===== config.mk =====
export PLATFORM = sky130hd
export DESIGN_NAME = transfer_switch_delay_timers
export DESIGN_NICKNAME = d
export VERILOG_FILES = /design/src/design/ats_delay_pkg.sv /design/src/design/second_tick.sv /design/src/design/second_timer.sv /design/src/design/transfer_switch_delay_timers.sv
export SDC_FILE = /design/constraint.sdc
export NUM_CORES = 1
export LEC_CHECK = 0
export BUFFER_PORTS_ARGS = -buffer_cell sky130_fd_sc_hd__buf_4
export CAP_MARGIN = 10
export CORE_UTILIZATION = 40
export DETAILED_ROUTE_END_ITERATION = 12
export PLACE_DENSITY = 0.6
export SETUP_SLACK_MARGIN = 0.3
export SLEW_MARGIN = 20
export SYNTH_ARGS = -nofsm -noshare
export SYNTH_HDL_FRONTEND = slang
export SYNTH_SLANG_ARGS = --single-unit

===== constraint.sdc =====
create_clock -name i_sys_clk -period 1.9 [get_ports i_sys_clk]
set_clock_uncertainty 0.1 [all_clocks]
set_input_delay 0.285 -clock i_sys_clk [delete_from_list [all_inputs] [get_ports i_sys_clk]]
set_output_delay 0.285 -clock i_sys_clk [all_outputs]
set_load 0.02 [all_outputs]

===== src/design/ats_delay_pkg.sv =====
package ats_delay_pkg;
	// Timebase
	localparam int unsigned CLK_PERIOD_NS = 40;
	localparam int unsigned TICK_PERIOD_NS = 1_000_000_000;
	localparam int unsigned TICK_CYCLES = TICK_PERIOD_NS / CLK_PERIOD_NS;

	// Width of every delay setting, in seconds
	localparam int unsigned SET_W = 12;

	// Timer channel indices
	localparam int unsigned T_SHED = 0;
	localparam int unsigned T_COOL = 1;
	localparam int unsigned T_FAIL = 2;
	localparam int unsigned T_ON_TEST = 3;
	localparam int unsigned T_OFF_TEST = 4;
	localparam int unsigned N_TIMERS = 5;

	// Setting write addresses
	localparam logic [2:0] ADDR_SHED = 3'h0;
	localparam logic [2:0] ADDR_COOL = 3'h1;
	localparam logic [2:0] ADDR_FAIL = 3'h2;
	localparam logic [2:0] ADDR_ON_TEST = 3'h3;
	localparam logic [2:0] ADDR_OFF_TEST = 3'h4;
	localparam logic [2:0] ADDR_ALARM_EN = 3'h5;
	localparam logic [2:0] ADDR_ON_LIMITED = 3'h6;
	localparam logic [2:0] ADDR_OFF_LIMITED = 3'h7;

	// Values after reset, limits, in seconds
	localparam logic [SET_W-1:0] SHED_DEFAULT = 12'h000;
	localparam logic [SET_W-1:0] SHED_MAX = 12'h00F;
	localparam logic [SET_W-1:0] COOL_DEFAULT = 12'h03C;
	localparam logic [SET_W-1:0] COOL_MAX = 12'hE10;
	localparam logic [SET_W-1:0] FAIL_DEFAULT = 12'h12C;
	localparam logic [SET_W-1:0] FAIL_MIN = 12'h00F;
	localparam logic [SET_W-1:0] FAIL_MAX = 12'h12C;
	localparam logic [SET_W-1:0] TEST_UNLIMITED = 12'h000;
	localparam logic [SET_W-1:0] TEST_LIMITED_DEFAULT = 12'h01E;
	localparam logic [SET_W-1:0] TEST_MAX = 12'h708;
	localparam logic ALARM_EN_DEFAULT = 1'b0;
endpackage


===== src/design/second_tick.sv =====
`timescale 1ns/1ps
module second_tick #(
	parameter int unsigned TICK_CYCLES = ats_delay_pkg::TICK_CYCLES
) (
	input wire logic i_sys_clk,
	input wire logic i_srst,
	output logic o_tick
);
	typedef struct packed {
		logic [31:0] cnt;
		logic tick;
	} state_s;

	state_s cur;
	state_s next_cur;

	always_comb begin
		next_cur = cur;
		next_cur.tick = 1'b0;
		if (cur.cnt >= TICK_CYCLES - 1) begin
			next_cur.cnt = 32'h00000000;
			next_cur.tick = 1'b1;
		end else begin
			next_cur.cnt = cur.cnt + 32'h00000001;
		end
	end

	always_ff @(posedge i_sys_clk) begin
		if (i_srst) begin
			cur <= '0;
		end else begin
			cur <= next_cur;
		end
	end

	assign o_tick = cur.tick;
endmodule


===== src/design/second_timer.sv =====
`timescale 1ns/1ps
module second_timer #(
	parameter int unsigned W = ats_delay_pkg::SET_W
) (
	input wire logic i_sys_clk,
	input wire logic i_srst,
	input wire logic i_tick,
	input wire logic i_run,
	input wire logic [W-1:0] i_load,
	output logic o_expired,
	output logic [W-1:0] o_remaining
);
	typedef struct packed {
		logic [W-1:0] cnt;
		logic expired;
	} state_s;

	state_s cur;
	state_s next_cur;

	always_comb begin
		next_cur = cur;
		if (!i_run) begin
			next_cur.cnt = i_load;
			next_cur.expired = 1'b0;
		end else if (cur.cnt == '0) begin
			next_cur.expired = 1'b1;
		end else if (i_tick) begin
			next_cur.cnt = cur.cnt - W'(1);
		end
	end

	always_ff @(posedge i_sys_clk) begin
		if (i_srst) begin
			cur <= '0;
		end else begin
			cur <= next_cur;
		end
	end

	assign o_expired = cur.expired;
	assign o_remaining = cur.cnt;
endmodule


===== src/design/transfer_switch_delay_timers.sv =====
`timescale 1ns/1ps
// Summary of operation
// - Load-shed delay resets to 0 s and is held within 0 to 15 s.
// - Load-shed output asserts once the load-shed delay has expired.
// - Every delay counts in whole one-second steps.
// - After normal contact closes, cool-down runs, then generator stop is issued.
// - Cool-down delay resets to 60 s and is held within 0 to 3600 s.
// - On restart in utility-generator mode, cool-down runs before stopping generator.
// - Cool-down from running starts only after start delay ended or second source stayed good.
// - Generator-fail delay runs while start command is on and generator not ready.
// - Enabled alarm sets when fail delay expires with generator still not started.
// - Generator alarm clears when replacement or normal supply is in range.
// - Generator-fail delay runs only while external auxiliary power is present.
// - Generator-fail delay resets to 300 s and is held within 15 to 300 s.
// - Generator alarm has an enable, off after reset.
// - On-load test duration is timed; alarm if test still running at expiry.
// - Off-load test duration is timed; alarm if test still running at expiry.
// - Test duration zero means unlimited and is the reset value; limited defaults 30 s.
// - Limited on-load test duration is held within 1 to 1800 s.
// - Limited off-load test duration is held within 1 to 1800 s.
module transfer_switch_delay_timers #(
	parameter int unsigned TICK_CYCLES = ats_delay_pkg::TICK_CYCLES,
	parameter int unsigned SET_W = ats_delay_pkg::SET_W
) (
	input wire logic i_sys_clk,
	input wire logic i_srst,
	input wire logic i_cfg_wr,
	input wire logic [2:0] i_cfg_addr,
	input wire logic [SET_W-1:0] i_cfg_data,
	input wire logic i_app_ug,
	input wire logic i_shed_start,
	input wire logic i_gen_start_req,
	input wire logic i_start_delay_done,
	input wire logic i_return_delay_active,
	input wire logic i_second_source_ok,
	input wire logic i_normal_closed,
	input wire logic i_gen_ready,
	input wire logic i_aux_power,
	input wire logic i_alt_in_range,
	input wire logic i_normal_in_range,
	input wire logic i_on_test_active,
	input wire logic i_off_test_active,
	input wire logic i_test_alarm_clear,
	output logic o_load_shed,
	output logic o_gen_start_cmd,
	output logic o_cooling,
	output logic o_gen_alarm,
	output logic o_alarm_en,
	output logic o_on_test_alarm,
	output logic o_off_test_alarm
);
	typedef enum logic [3:0] {
		st_restart = 4'b0001,
		st_off = 4'b0010,
		st_running = 4'b0100,
		st_cooling = 4'b1000
	} gen_state_e;

	typedef struct packed {
		gen_state_e st;
		logic gen_cmd;
		logic shed;
		logic gen_alarm;
		logic on_alarm;
		logic off_alarm;
		logic alarm_en;
		logic ret_seen;
		logic ss_ok;
		logic ret_prev;
		logic [SET_W-1:0] shed_set;
		logic [SET_W-1:0] cool_set;
		logic [SET_W-1:0] fail_set;
		logic [SET_W-1:0] on_set;
		logic [SET_W-1:0] off_set;
	} state_s;

	localparam int unsigned NT = ats_delay_pkg::N_TIMERS;

	state_s cur;
	state_s next_cur;
	logic tick;
	logic [NT-1:0] run;
	logic [NT-1:0] expired;
	logic [SET_W-1:0] load [NT];
	logic cool_permit;
	logic fail_set_cond;
	logic on_set_cond;
	logic off_set_cond;

	// Out-of-range writes saturate rather than being dropped, so a setting is always usable
	function automatic logic [SET_W-1:0] clamp(input logic [SET_W-1:0] v, input logic [SET_W-1:0] lo,
			input logic [SET_W-1:0] hi);
		logic [SET_W-1:0] r;
		r = v;
		if (v < lo) begin
			r = lo;
		end else if (v > hi) begin
			r = hi;
		end
		return r;
	endfunction

	function automatic logic [SET_W-1:0] clamp_test(input logic [SET_W-1:0] v);
		logic [SET_W-1:0] r;
		r = v;
		if (v > ats_delay_pkg::TEST_MAX) begin
			r = ats_delay_pkg::TEST_MAX;
		end
		return r;
	endfunction

	second_tick #(
		.TICK_CYCLES(TICK_CYCLES)
	) u_tick (
		.i_sys_clk(i_sys_clk),
		.i_srst(i_srst),
		.o_tick(tick)
	);

	assign load[ats_delay_pkg::T_SHED] = cur.shed_set;
	assign load[ats_delay_pkg::T_COOL] = cur.cool_set;
	assign load[ats_delay_pkg::T_FAIL] = cur.fail_set;
	assign load[ats_delay_pkg::T_ON_TEST] = cur.on_set;
	assign load[ats_delay_pkg::T_OFF_TEST] = cur.off_set;

	assign run[ats_delay_pkg::T_SHED] = i_shed_start;
	assign run[ats_delay_pkg::T_COOL] = (cur.st == st_cooling);
	// Disabled alarm means the fail delay is not counted at all
	assign run[ats_delay_pkg::T_FAIL] = cur.gen_cmd && (cur.st == st_running) && i_aux_power &&
		!i_gen_ready && cur.alarm_en && !cur.gen_alarm;
	assign run[ats_delay_pkg::T_ON_TEST] = i_on_test_active && (cur.on_set != '0);
	assign run[ats_delay_pkg::T_OFF_TEST] = i_off_test_active && (cur.off_set != '0);

	genvar gi;
	generate
		for (gi = 0; gi < NT; gi++) begin : g_timer
			second_timer #(
				.W(SET_W)
			) u_timer (
				.i_sys_clk(i_sys_clk),
				.i_srst(i_srst),
				.i_tick(tick),
				.i_run(run[gi]),
				.i_load(load[gi]),
				.o_expired(expired[gi]),
				.o_remaining()
			);
		end
	endgenerate

	assign cool_permit = i_start_delay_done || (cur.ret_seen && cur.ss_ok && i_second_source_ok);
	assign fail_set_cond = expired[ats_delay_pkg::T_FAIL] && cur.alarm_en && !i_gen_ready;
	assign on_set_cond = expired[ats_delay_pkg::T_ON_TEST] && i_on_test_active;
	assign off_set_cond = expired[ats_delay_pkg::T_OFF_TEST] && i_off_test_active;

	always_comb begin
		next_cur = cur;

		if (i_cfg_wr) begin
			unique case (i_cfg_addr)
				ats_delay_pkg::ADDR_SHED: begin
					next_cur.shed_set = clamp(i_cfg_data, '0, ats_delay_pkg::SHED_MAX);
				end
				ats_delay_pkg::ADDR_COOL: begin
					next_cur.cool_set = clamp(i_cfg_data, '0, ats_delay_pkg::COOL_MAX);
				end
				ats_delay_pkg::ADDR_FAIL: begin
					next_cur.fail_set = clamp(i_cfg_data, ats_delay_pkg::FAIL_MIN, ats_delay_pkg::FAIL_MAX);
				end
				ats_delay_pkg::ADDR_ON_TEST: begin
					next_cur.on_set = clamp_test(i_cfg_data);
				end
				ats_delay_pkg::ADDR_OFF_TEST: begin
					next_cur.off_set = clamp_test(i_cfg_data);
				end
				ats_delay_pkg::ADDR_ALARM_EN: begin
					next_cur.alarm_en = i_cfg_data[0];
				end
				ats_delay_pkg::ADDR_ON_LIMITED: begin
					next_cur.on_set = ats_delay_pkg::TEST_LIMITED_DEFAULT;
				end
				ats_delay_pkg::ADDR_OFF_LIMITED: begin
					next_cur.off_set = ats_delay_pkg::TEST_LIMITED_DEFAULT;
				end
			endcase
		end

		next_cur.shed = i_shed_start && expired[ats_delay_pkg::T_SHED];

		// Second source must stay good from the first cycle of the return delay onward
		next_cur.ret_prev = i_return_delay_active;
		if (i_return_delay_active && !cur.ret_prev) begin
			next_cur.ret_seen = 1'b1;
			next_cur.ss_ok = i_second_source_ok;
		end else if (i_return_delay_active) begin
			next_cur.ss_ok = cur.ss_ok && i_second_source_ok;
		end

		unique case (cur.st)
			st_restart: begin
				if (i_app_ug) begin
					next_cur.st = st_cooling;
					next_cur.gen_cmd = 1'b1;
				end else begin
					next_cur.st = st_off;
				end
			end
			st_off: begin
				if (i_gen_start_req) begin
					next_cur.st = st_running;
					next_cur.gen_cmd = 1'b1;
					next_cur.ret_seen = 1'b0;
					next_cur.ss_ok = 1'b0;
				end
			end
			st_running: begin
				if (!i_gen_start_req && i_normal_closed && cool_permit) begin
					next_cur.st = st_cooling;
				end
			end
			st_cooling: begin
				if (i_gen_start_req) begin
					next_cur.st = st_running;
				end else if (expired[ats_delay_pkg::T_COOL]) begin
					next_cur.st = st_off;
					next_cur.gen_cmd = 1'b0;
				end
			end
		endcase

		// Set wins over clear so an alarm arriving with the clear is kept
		if (fail_set_cond) begin
			next_cur.gen_alarm = 1'b1;
		end else if (i_alt_in_range || i_normal_in_range) begin
			next_cur.gen_alarm = 1'b0;
		end
		if (on_set_cond) begin
			next_cur.on_alarm = 1'b1;
		end else if (i_test_alarm_clear) begin
			next_cur.on_alarm = 1'b0;
		end
		if (off_set_cond) begin
			next_cur.off_alarm = 1'b1;
		end else if (i_test_alarm_clear) begin
			next_cur.off_alarm = 1'b0;
		end
	end

	always_ff @(posedge i_sys_clk) begin
		if (i_srst) begin
			cur <= '0;
			cur.st <= st_restart;
			cur.alarm_en <= ats_delay_pkg::ALARM_EN_DEFAULT;
			cur.shed_set <= ats_delay_pkg::SHED_DEFAULT;
			cur.cool_set <= ats_delay_pkg::COOL_DEFAULT;
			cur.fail_set <= ats_delay_pkg::FAIL_DEFAULT;
			cur.on_set <= ats_delay_pkg::TEST_UNLIMITED;
			cur.off_set <= ats_delay_pkg::TEST_UNLIMITED;
		end else begin
			cur <= next_cur;
		end
	end

	assign o_load_shed = cur.shed;
	assign o_gen_start_cmd = cur.gen_cmd;
	assign o_cooling = (cur.st == st_cooling);
	assign o_gen_alarm = cur.gen_alarm;
	assign o_alarm_en = cur.alarm_en;
	assign o_on_test_alarm = cur.on_alarm;
	assign o_off_test_alarm = cur.off_alarm;
endmodule


* Yosys cells after proc, flatten, opt, wreduce, memory -nomap -nowiden
Index checks and enable logic that the tools add are counted.
** Word-level totals
- Flip-flop bits (word level) :: 171
- Input bits :: 32
- Logic and storage cells :: 178
** Cells by class
- Add/subtract/negate cells :: 6
- Order comparisons :: 7
- Eq/ne operators :: 27
- Mux-type cells :: 49
- Bitwise operators :: 5
- Reductions and logical operators :: 57
** Operators by type and width (count)
- 12-bit 2-to-1 mux :: 17
- 13-bit 2-to-1 mux :: 5
- 12-bit zero test :: 5
- 12-bit by 1-bit subtractor with 12-bit output, second input constant :: 5
- 12-bit case mux with 2 select lines :: 2
- 32-bit by 1-bit adder with 32-bit output, second input constant :: 1
- 32-bit by 25-bit greater-or-equal comparator with 1-bit output, second input constant :: 1
- 2-bit != test, second input constant :: 13
- 12-bit nonzero test :: 2
- 2-bit AND reduction :: 11
- 1-bit logical AND :: 18
- 1-bit 2-to-1 mux :: 16
- 4-bit case mux with 4 select lines :: 1
- 3-bit == test, second input constant :: 4
- 12-bit by 11-bit > comparator with 1-bit output, second input constant :: 1
- 12-bit > comparator, second input constant :: 1
- 12-bit by 4-bit > comparator with 1-bit output, second input constant :: 1
- 12-bit by 9-bit > comparator with 1-bit output, second input constant :: 1
- 12-bit by 1-bit < comparator with 1-bit output, second input constant :: 1
- 12-bit by 4-bit < comparator with 1-bit output, second input constant :: 1
- 4-bit 2-to-1 mux :: 3
- 2-bit OR reduction :: 6
- 5-bit 2-to-1 mux :: 2
- 2-bit nonzero test :: 5
- 17 further kinds :: 28

* Logic depth before layout (Yosys ltp)
Gate-level depths: netlist of the first run.
- Depth in word-level cells :: 8
- Gate-level depth with buffers :: 7
- Depth with buffers taken out :: 6

* Cells and area by module
A second synthesis of the first run with hierarchy kept.
** Second synthesis, totals
- Cells, all modules :: 943
- Area, all modules :: 8496.9 um^2
** Modules (own cells, without submodules)
- second_timer :: times used 5, cells an instance 92, area an instance 802.0 um^2
- transfer_switch_delay_timers :: times used 1, cells an instance 332, area an instance 3096.7 um^2
- second_tick :: times used 1, cells an instance 151, area an instance 1390.1 um^2

* Least setup slack after synthesis of the first run
No wires, ideal clock.
- Path type :: reg2reg
- Start point :: register g_timer[3].u_timer.cur (netlist bit g_timer[3].u_timer.o_remaining[0])
- End point :: register g_timer[3].u_timer.cur (netlist bit g_timer[3].u_timer.o_remaining[2])
- Arrival :: 1889 ps
- Data required time :: 1668 ps
- Path slack :: -221 ps
- Cell stages (with the launch flop) :: 8
- Period minus slack after synthesis :: 2121 ps
- Cells stage by stage :: dfxtp_1 > inv_1 > ha_1 > or4b_2 > clkbuf_1 > nor4_1 > a2bb2oi_1 > a21oi_1
** On the way
- Word-level cells in the longest chain between the ends :: 4
** RTL lines
- from (decl) :: RTL line second_timer.sv:18 : state_s cur;
- from (signal assigned) :: RTL line second_timer.sv:37 : cur <= next_cur;
- 12-bit by 1-bit subtractor with 12-bit output :: RTL line second_timer.sv:29 : next_cur.cnt = cur.cnt - W'(1);
- 12-bit 2-to-1 mux :: RTL line second_timer.sv:28 : end else if (i_tick) begin
- 12-bit 2-to-1 mux :: RTL line second_timer.sv:26 : end else if (cur.cnt == '0) begin
- 13-bit 2-to-1 mux :: RTL line second_timer.sv:23 : if (!i_run) begin
Several ways; a longest one is shown, not always the timed one. The select of a mux whose other input is x is not followed.
A chain may end at the register's enable or synchronous reset.

* Worst setup path in the final report of the first run
- Start point :: register u_tick.cur (netlist bit u_tick.o_tick)
- End point :: register g_timer[0].u_timer.cur (netlist bit g_timer[0].u_timer.o_remaining[11])
** On the way
- Word-level cells in the longest chain between the ends :: 2
** RTL lines
- from (decl) :: RTL line second_tick.sv:14 : state_s cur;
- from (signal assigned) :: RTL line second_tick.sv:32 : cur <= next_cur;
- 2-bit by 1-bit != test with 1-bit output (no source line)
- 2-bit AND reduction (no source line)
- to (signal assigned) :: RTL line second_timer.sv:37
- to (decl) :: RTL line second_timer.sv:18
Every way passes these cells.

==> impl_metrics.env, run 1 <==
export IMPL_first_pass_iters=5
export IMPL_area_growth_pct=52.0
export IMPL_finalSetupViolations=17
export IMPL_synthTopCellsByArea="dfxtp_1, o21ai_0, nor2_1"
export IMPL_p_total_mw=9.53
export IMPL_postLayoutSetupSlackWorst_ps=-69.8
export IMPL_wl_met2_um=11700
export IMPL_yosysTopAreaCellShare=0.426
export IMPL_path_delay_family="simple AND/OR/NAND/NOR gates"
export IMPL_worstPathRequired_ps=2140
export IMPL_yosysSeqAreaShare=0.426
export IMPL_place_ws_ps=-70.7
export IMPL_drive_gt1_frac=0.427
export IMPL_cts_buffers=17
export IMPL_r2r_slack_ps=-70
export IMPL_rsz0062_at_grt="true"
export IMPL_endpoint="g_timer[0].u_timer.o_remaining[11]"
export IMPL_die_area_um2=20600
export IMPL_crit_path_cell_trace="or3b_4, or4_1, or3_1, a311oi_2"
export IMPL_io_pins=39
export IMPL_fin_nets=1163
export IMPL_cp_arrival_ps=2210
export IMPL_grt_max_degree=55
export IMPL_syn_area_um2=8030
export IMPL_wirelength_um=23900
export IMPL_rows=51
export IMPL_rr_worst_depth=4
export IMPL_path_class="flop to flop"
export IMPL_cp_slowest_cell="or4_1"
export IMPL_grtUsageTotal=0.233
export IMPL_grt_pass1_vias=7499
export IMPL_worst_pin_slew_ps=522
export IMPL_violations="negative setup slack"
export IMPL_synthCells=932
export IMPL_fmax_mhz=508
export IMPL_ctsLongestPathBuffers=2
export IMPL_dp_hpwl_um=14900
export IMPL_drtIter0Drc=419
export IMPL_drc=0
export IMPL_synth_top_flop_cell="dfxtp_1"
export IMPL_ant_nets=0
export IMPL_path_depth=4
export IMPL_die_width_um=144
export IMPL_synthTopCellsByCount="dfxtp_1, nor2_1, o21ai_0, nand2_1, clkbuf_1"
export IMPL_min_period_ps=1970
export IMPL_antenna_cells=0
export IMPL_fp_dieH_um=144
export IMPL_critPathLaunchType="flop"
export IMPL_clock_sinks=171
export IMPL_synth_cell_types=74
export IMPL_vias_per_cell=5.60
export IMPL_start_util=0.410
export IMPL_p_leak_nw=4.53
export IMPL_max_cap_violations=0
export IMPL_vdd_ir_drop_max_mv=0.610
export IMPL_htreeDepth=4
export IMPL_tns_ps=-416
export IMPL_dr_max_layer_used="met4"
export IMPL_drv_slew=0
export IMPL_wl_met3_um=660
export IMPL_yosysWarnings=0
export IMPL_clockRootBuffer="clkbuf_16"
export IMPL_yosysMostFrequentCell="dfxtp_1"
export IMPL_core_um2=19600
export IMPL_post_route_period_util=1.04
export IMPL_cts_tree="done"
export IMPL_hold_viol=0
export IMPL_grt_remaining_overflow=0
export IMPL_max_stage_delay_ps=420
export IMPL_grt_pass1_wl_um=37900
export IMPL_critPathMaxFanout=5
export IMPL_rr_startpoint="u_tick.o_tick"
export IMPL_outcome="finished with violations"
export IMPL_synth_edff_count=0
export IMPL_ys_async_sr_fraction=0
export IMPL_yosys_area_top_type="dfxtp_1"
export IMPL_portBuffers=38
export IMPL_crit_buf_inv=0
export IMPL_wirelength_met1_um=11100
export IMPL_vias=7825
export IMPL_end_kind="flop"
export IMPL_min_path_type="input pin to flop"
export IMPL_r2r_end="g_timer[0].u_timer.o_remaining[11]"
export IMPL_synth_seq_cells=171
export IMPL_antenna_found_initial=0
export IMPL_hold_worst_slack_ps=9.12
export IMPL_avgSynthCellArea_um2=8.61
export IMPL_startpoint="u_tick.o_tick"
export IMPL_place_gp_congestion=0.817
export IMPL_path_clk_slew_ps=70
export IMPL_pwr_density_cell_nw_per_um2=781
export IMPL_drt_wirelength_per_cell_um=17.1
export IMPL_relSlewSlack=0.651
export IMPL_clock_latency_ps=440
[per-stage QoR]
stage | util | std cells | instance area, µm²
after detailed placement | 0.509 | 1302 | 9960
after global routing | 0.623 | 1398 | 12200
after global placement | 0.509 | 1302 | 9960
final | 0.623 | 1398 | 12200
after CTS | 0.592 | 1375 | 11600
after floorplan | - | 938 | 8790
[final cells by class]
class                           instances  area [µm²]
Clock buffer                           18         439
Clock inverter                         14         185
Fill cell                            1611        7390
Inverter                               34         149
Multi-Input combinational cell        677        5570
Sequential cell                       171        3480
Tap cell                              265         332
Timing Repair Buffer                  219        2040
[kinds of logic (layout without fill, tap and decap cells)]
kind of cell             count (synthesis)  in the layout  synth area share
AND/OR/NAND/NOR                        361            363             0.253
AO/OA/AOI/OAI                          261            261             0.219
flip-flops                             171            171             0.426
buffers and inverters                   92            285            0.0441
XOR/XNOR                                26             26            0.0284
adder cells (fa/ha/maj)                 11             11            0.0171
multiplexers                             9              9            0.0114
other                                    1              7          0.000467
[worst register-to-register path, cell delays in order (launching register included)]
cell and delay [ps]:
dfxtp_4 380, or3b_4 410, or4_1 420, or3_1 330, a311oi_2 230
[power breakdown]
part	leakage [nW]	internal [mW]	switching [mW]	total, mW
Clock	0.301	2.14	1.56	3.70
Combinational	2.82	0.979	0.993	1.97
Sequential	1.41	3.73	0.127	3.86
[sequential cells by signal, summed over array words and instances (netlist names)]
register	count
o_load_shed	1
g_timer.u_timer.o_expired	5
u_tick.o_tick	1
o_gen_start_cmd	1
g_timer.u_timer.o_remaining	60
o_alarm_en	1
u_tick.cur	32
o_off_test_alarm	1
o_gen_alarm	1
o_on_test_alarm	1
cur	67
[worst min-delay path by stage]
stage	cells past startpoint	start	to
finish	3	i_return_delay_active	cur[60]
global route	3	i_return_delay_active	cur[60]
CTS	3	i_return_delay_active	cur[60]
detailed placement	1	cur[34]	cur[34]
global placement	1	cur[35]	cur[35]
floorplan	1	i_cfg_data[6]	cur[30]
[timing repair]
item,in CTS,in global routing
pin swaps,91,61
resized for setup,142,76
setup buffers,32,20
endpoints found under the hold margin,2,0
hold buffers,2,0
endpoints found under the setup margin,94,97
gates cloned,7,3
[cell usage in the layout, fill, tap and decap left out, drive strengths merged, types with 8 or more instances in the layout]
cell type  instances
mux2i              8
buf              215
xnor2             19
a311oi            13
nor3              34
o21ai             68
clkbuf            20
a21oi             44
nand3             20
and2              13
or4               32
nor4              28
or2               11
a211oi            26
and3              14
nor3b              9
ha                11
or3               20
o31ai             14
nand2             66
a22o               8
nor2              69
o41ai              8
dfxtp            171
o22ai             10
a31oi             25
inv               37
[per-layer routing]
layer,vias up,GRT usage
li1,3883,-
met1,3774,0.304
met2,133,0.389
met3,35,0.0363
met4,0,0.0795
met5,-,0
Note: power is estimated with default switching activity, not from simulation.
==> run 2, diff against run 1 <==
--- a/config.mk
+++ b/config.mk
@@ -10,7 +10,7 @@
 export CORE_UTILIZATION = 40
 export DETAILED_ROUTE_END_ITERATION = 12
 export PLACE_DENSITY = 0.6
-export SETUP_SLACK_MARGIN = 0.3
+export SETUP_SLACK_MARGIN = 0.05
 export SLEW_MARGIN = 20
 export SYNTH_ARGS = -nofsm -noshare
 export SYNTH_HDL_FRONTEND = slang
==> impl_metrics.env, run 2 (synthesis results as in run 1) <==
export IMPL_outcome="finished with violations"
export IMPL_violations="negative setup slack"
export IMPL_max_stage_delay_ps=560
export IMPL_htreeDepth=4
export IMPL_cts_tree="done"
export IMPL_core_um2=19600
export IMPL_place_ws_ps=-153
export IMPL_antenna_cells=0
export IMPL_rsz0062_at_grt="true"
export IMPL_pwr_share_comb=0.193
export IMPL_min_path_type="input pin to flop"
export IMPL_drc=0
export IMPL_finalSetupViolations=15
export IMPL_ant_nets=0
export IMPL_fmax_mhz=506
export IMPL_die_area_um2=20600
export IMPL_postLayoutSetupSlackWorst_ps=-76.1
export IMPL_layout_commonest_cell="buf_4"
export IMPL_worstPathRequired_ps=1510
export IMPL_vdd_ir_drop_max_mv=0.619
export IMPL_postLayoutCoreUtil=0.565
export IMPL_drv_slew=0
export IMPL_r2r_slack_ps=-70
export IMPL_fp_dieH_um=144
export IMPL_p_sw_mw=2.52
export IMPL_vias=7503
export IMPL_fin_nets=1126
export IMPL_antenna_found_initial=0
export IMPL_cp_slowest_cell="or4b_4"
export IMPL_worst_pin_slew_ps=563
export IMPL_die_width_um=144
export IMPL_pwr_density_cell_nw_per_um2=811
export IMPL_path_clk_slew_ps=60
export IMPL_cts_buffers=17
export IMPL_grtUsageTotal=0.226
export IMPL_cp_arrival_ps=1590
export IMPL_clock_latency_ps=430
export IMPL_largest_register_ffs=67
export IMPL_rows=51
export IMPL_clockRootBuffer="clkbuf_16"
export IMPL_vias_per_cell=5.51
export IMPL_p_clk_frac=0.378
export IMPL_first_pass_iters=5
export IMPL_p_int_mw=6.46
export IMPL_end_kind="output pin"
export IMPL_wirelength_um=22500
export IMPL_grt_remaining_overflow=0
export IMPL_area_growth_pct=37.9
export IMPL_sequentialPowerShare=0.429
export IMPL_grt_max_degree=55
export IMPL_path_class="flop to output pin"
export IMPL_start_util=0.410
export IMPL_drt_wirelength_per_cell_um=16.5
export IMPL_crit_path_cell_trace="or4b_4, clkinv_4, buf_8, buf_6"
export IMPL_drtIter0Drc=403
export IMPL_nFillCells=1790
export IMPL_dp_hpwl_um=14700
export IMPL_place_gp_congestion=0.807
export IMPL_hold_viol=0
export IMPL_p_leak_nw=4.05
export IMPL_clock_sinks=171
export IMPL_grt_pass1_wl_um=36600
export IMPL_drive_gt1_frac=0.351
export IMPL_min_period_ps=1980
export IMPL_ctsLongestPathBuffers=2
export IMPL_critPathLaunchType="flop"
export IMPL_grt_pass1_vias=7244
export IMPL_relSlewSlack=0.623
export IMPL_regMostFlops="cur"
export IMPL_critPathMaxFanout=4
export IMPL_portBuffers=38
export IMPL_post_route_period_util=1.04
export IMPL_io_pins=39
export IMPL_swShare=0.280
export IMPL_final_cell_mix="buf_4, dfxtp_1, nor2_1, nand2_1, o21ai_0"
export IMPL_max_cap_violations=0
[run 2: cell types whose count changed in the layout (fill, tap and decap cells not counted), sizes merged]
cell      before  now
bufinv         3    1
clkinvlp       3    1
a21bo          1    4
or4           32   30
clkinv         5    7
buf          215  179
[run 2: path summary, 6_finish.rpt]
check | start | end | cells past startpoint
worst min-delay path | i_on_test_active | o_on_test_alarm | 3
worst max-delay path | cur[70] | o_cooling | 4
worst max register to register | u_tick.cur[2] | u_tick.cur[21] | 5
worst min register to register | cur[45] | cur[45] | 2
[run 2: area by class of cell]
type                            instances  area (µm²)  share of cell area
Sequential cell                       171        3460               0.313
Timing Repair Buffer                  181        1510               0.137
Multi-Input combinational cell        678        5060               0.458
Inverter                               34         133              0.0120
Clock inverter                         12         110             0.00995
Tap cell                              265         332              0.0300
Clock buffer                           20         457              0.0413
[run 2: stage by stage]
| step | hold WS (ps) | power (mW) | cells | setup TNS (ps) | area, µm² |
|---|---|---|---|---|---|
| 6_report | 18.4 | 8.98 | 1361 | -520 | 11100 |
| 5_1_grt | 31.8 | 9.37 | 1361 | -1660 | 11100 |
| 4_1_cts | 9.27 | 8.86 | 1354 | -569 | 10600 |
| 3_5_place_dp | 339 | 5.32 | 1298 | -1570 | 9550 |
| 3_3_place_gp | 338 | 5.31 | 1298 | -689 | 9550 |
| 2_1_floorplan | 311 | 4.79 | 938 | -109 | 8290 |
[run 2: routing by layer]
layer,track usage,up-vias,part of all wire
met1,0.311,3570,0.49
met3,0.0377,23,0.031
li1,-,3802,-
met4,0.0767,0,0.013
met2,0.358,108,0.47
met5,0,-,0
[run 2: critical path: cells and delay by family (launching register included)]
family / cells / cell delay (ps)
flops: 1 / 340
buf+inv: 3 / 260
simple gates: 1 / 560
[run 2: power by group through the flow]
stage | clock (mW) | sequential (mW) | combinational (mW)
floorplan | 0 | 3.90 | 0.886
global placement | 0 | 3.91 | 1.39
detailed placement | 0 | 3.91 | 1.41
CTS | 3.45 | 3.84 | 1.57
global route | 3.61 | 3.87 | 1.89
finish | 3.39 | 3.85 | 1.73
[run 2: timing repair]
item                                    in CTS  in global routing
resized for setup                           78                 74
hold endpoints to repair                     2                  0
pin swaps                                   35                 38
endpoints found under the setup margin      66                 78
buffers inserted                            19                  8
hold buffers                                 2                  0
gates cloned                                 3                  0
==> run 3, diff against run 2 <==
--- a/config.mk
+++ b/config.mk
@@ -7,11 +7,14 @@
 export LEC_CHECK = 0
 export BUFFER_PORTS_ARGS = -buffer_cell sky130_fd_sc_hd__buf_4
 export CAP_MARGIN = 10
-export CORE_UTILIZATION = 40
+export CELL_PAD_IN_SITES_DETAIL_PLACEMENT = 0
+export CELL_PAD_IN_SITES_GLOBAL_PLACEMENT = 1
+export CORE_UTILIZATION = 35
 export DETAILED_ROUTE_END_ITERATION = 12
-export PLACE_DENSITY = 0.6
+export PLACE_DENSITY = 0.66
 export SETUP_SLACK_MARGIN = 0.05
 export SLEW_MARGIN = 20
 export SYNTH_ARGS = -nofsm -noshare
 export SYNTH_HDL_FRONTEND = slang
+export SYNTH_HIERARCHICAL = 1
 export SYNTH_SLANG_ARGS = --single-unit
==> impl_metrics.env, run 3 <==
export IMPL_cp_arrival_ps=2240
export IMPL_finalSetupViolations=19
export IMPL_drive_gt1_frac=0.356
export IMPL_ant_nets=0
export IMPL_synth_edff_count=0
export IMPL_tns_ps=-752
export IMPL_grt_max_degree=59
export IMPL_fp_dieH_um=158
export IMPL_path_clk_slew_ps=70
export IMPL_syn_area_um2=8500
export IMPL_avgSynthCellArea_um2=9.01
export IMPL_layout_commonest_cell="buf_4"
export IMPL_dp_hpwl_um=15600
export IMPL_synth_seq_cells=171
export IMPL_die_width_um=158
export IMPL_max_stage_delay_ps=480
export IMPL_worstPathRequired_ps=2140
export IMPL_postLayoutSetupSlackWorst_ps=-91.9
export IMPL_yosysMostFrequentCell="dfxtp_1"
export IMPL_worst_pin_slew_ps=533
export IMPL_start_util=0.360
export IMPL_vias_per_cell=5.25
export IMPL_final_cell_mix="buf_4, dfxtp_1, nor2_1, nand2_1, a21oi_1"
export IMPL_area_growth_pct=34.5
export IMPL_antenna_found_initial=1
export IMPL_crit_path_cell_trace="inv_2, ha_4, or4b_4, buf_6, o31ai_4, o21ai_2, a311oi_2"
export IMPL_yosysSeqAreaShare=0.403
export IMPL_grt_remaining_overflow=0
export IMPL_nFillCells=2301
export IMPL_portBuffers=38
export IMPL_fin_nets=1154
export IMPL_p_leak_nw=4.16
export IMPL_ctsLongestPathBuffers=2
export IMPL_critPathLaunchType="flop"
export IMPL_synthCells=943
export IMPL_clock_latency_ps=440
export IMPL_core_um2=23600
export IMPL_end_kind="flop"
export IMPL_min_path_type="input pin to flop"
export IMPL_cp_slowest_cell="or4b_4"
export IMPL_vdd_ir_drop_max_mv=0.588
export IMPL_critPathMaxFanout=4
export IMPL_synth_cell_types=82
export IMPL_place_ws_ps=-92.9
export IMPL_synthTopCellsByCount="dfxtp_1, nor2_1, a211oi_1, nand2_1, a21oi_1"
export IMPL_drt_wirelength_per_cell_um=15.8
export IMPL_io_pins=39
export IMPL_outcome="finished with violations"
export IMPL_rows=56
export IMPL_hold_viol=0
export IMPL_crit_buf_inv=2
export IMPL_htreeDepth=4
export IMPL_instances_no_fill=1444
export IMPL_yosysTopAreaCellShare=0.403
export IMPL_first_pass_iters=5
export IMPL_synthTopCellsByArea="dfxtp_1, nor2_1, a211oi_1"
export IMPL_max_cap_violations=0
export IMPL_cts_tree="done"
export IMPL_wirelength_um=22800
export IMPL_rsz0062_at_grt="true"
export IMPL_yosys_area_top_type="dfxtp_1"
export IMPL_min_period_ps=1990
export IMPL_path_delay_family="compound AO/OA/AOI/OAI gates"
export IMPL_post_route_period_util=1.05
export IMPL_drv_slew=0
export IMPL_die_area_um2=24900
export IMPL_regMostFlops="cur"
export IMPL_p_total_mw=9.31
export IMPL_ys_async_sr_fraction=0
export IMPL_dpl_cell_count=1379
export IMPL_relSlewSlack=0.642
export IMPL_yosysWarnings=6
export IMPL_synth_top_flop_cell="dfxtp_1"
export IMPL_clock_sinks=171
export IMPL_path_class="flop to flop"
export IMPL_fmax_mhz=502
export IMPL_pwr_density_cell_nw_per_um2=814
export IMPL_cts_buffers=17
export IMPL_clockRootBuffer="clkbuf_16"
export IMPL_drtIter0Drc=423
export IMPL_place_gp_congestion=0.791
export IMPL_drc=0
export IMPL_grt_pass1_wl_um=36500
export IMPL_largest_register_ffs=67
export IMPL_grtUsageTotal=0.185
export IMPL_violations="negative setup slack"
export IMPL_vias=7582
export IMPL_grt_pass1_vias=7164
[run 3: cell count changes in the layout (fill, tap and decap cells not counted), moves of 10 or more]
cell      delta
a211oi_1    +11
a211oi_2    +10
a311oi_1    +11
buf_4       +11
mux2i_1     +11
nand2_1     -28
nor2_1      +69
o21ai_0     -51
o31ai_1     +10
or4_4       -14
[run 3: path summary, 6_finish.rpt]
path / slack (ps) / to / cells past startpoint / start
worst min register to register: 360 / g_timer[2].u_timer/o_remaining[11] / 2 / cur[35]
worst max register to register: -90 / g_timer[0].u_timer/o_remaining[3] / 7 / g_timer[0].u_timer/o_remaining[0]
worst min-delay path: 20 / o_on_test_alarm / 3 / i_on_test_active
worst max-delay path: -90 / g_timer[0].u_timer/o_remaining[3] / 7 / g_timer[0].u_timer/o_remaining[0]
[run 3: layout make-up]
| class | count | area [µm²] | share of cell area |
|---|---|---|---|
| repair buffers | 194 | 1600 | 0.140 |
| diodes | 1 | 2.50 | 0.000219 |
| clock inverters | 14 | 139 | 0.0122 |
| clock buffers | 18 | 429 | 0.0376 |
| inverters | 33 | 124 | 0.0108 |
| flip-flops and latches | 171 | 3450 | 0.302 |
| well taps | 319 | 399 | 0.0349 |
| multi-input cells | 694 | 5280 | 0.462 |
[run 3: through the flow]
step                      cell area (µm²)  utilization  hold WS, ps
after floorplan                      8670            -          250
after global placement              10100        0.427          342
after detailed placement            10100        0.427          345
after CTS                           11000        0.465         11.6
after global routing                11400        0.484         27.3
final                               11400        0.484         15.7
[run 3: routing by layer]
metal	track usage	wire length, µm	vias up
met5	0	0	-
met1	0.262	11500	3592
met3	0.0353	759	15
met2	0.285	10300	92
li1	-	-	3883
met4	0.0509	209	0
[run 3: kinds of logic (layout without fill, tap and decap cells)]
| family | Yosys count | after routing | share of synthesized area |
|---|---|---|---|
| simple gates | 388 | 388 | 0.261 |
| compound gates | 236 | 236 | 0.214 |
| flops | 171 | 171 | 0.403 |
| buf+inv | 84 | 259 | 0.0474 |
| xor+xnor | 28 | 28 | 0.0289 |
| mux | 24 | 24 | 0.0290 |
| fa+ha+maj | 11 | 11 | 0.0162 |
| other cells | 1 | 8 | 0.000441 |
[run 3: report_power, final]
group | switching (mW) | internal, mW | leakage, nW
registers | 0.0980 | 3.72 | 1.40
logic | 1.06 | 1.00 | 2.49
clock network | 1.59 | 1.84 | 0.263
[run 3: worst register-to-register path, delay by kind of cell (launching register included)]
family,cells,cell delay [ps]
fa+ha+maj,1,120
flops,1,340
simple gates,1,480
buf+inv,2,220
compound gates,3,660
[run 3: repair_timing]
action                                 CTS  global route
endpoints found under the hold margin    1             0
hold buffers                             1             0
pin swaps                               38            37
gates resized for setup                 38            77
buffers inserted                        20            12
cloned                                   0             0
setup endpoints to repair               34            79
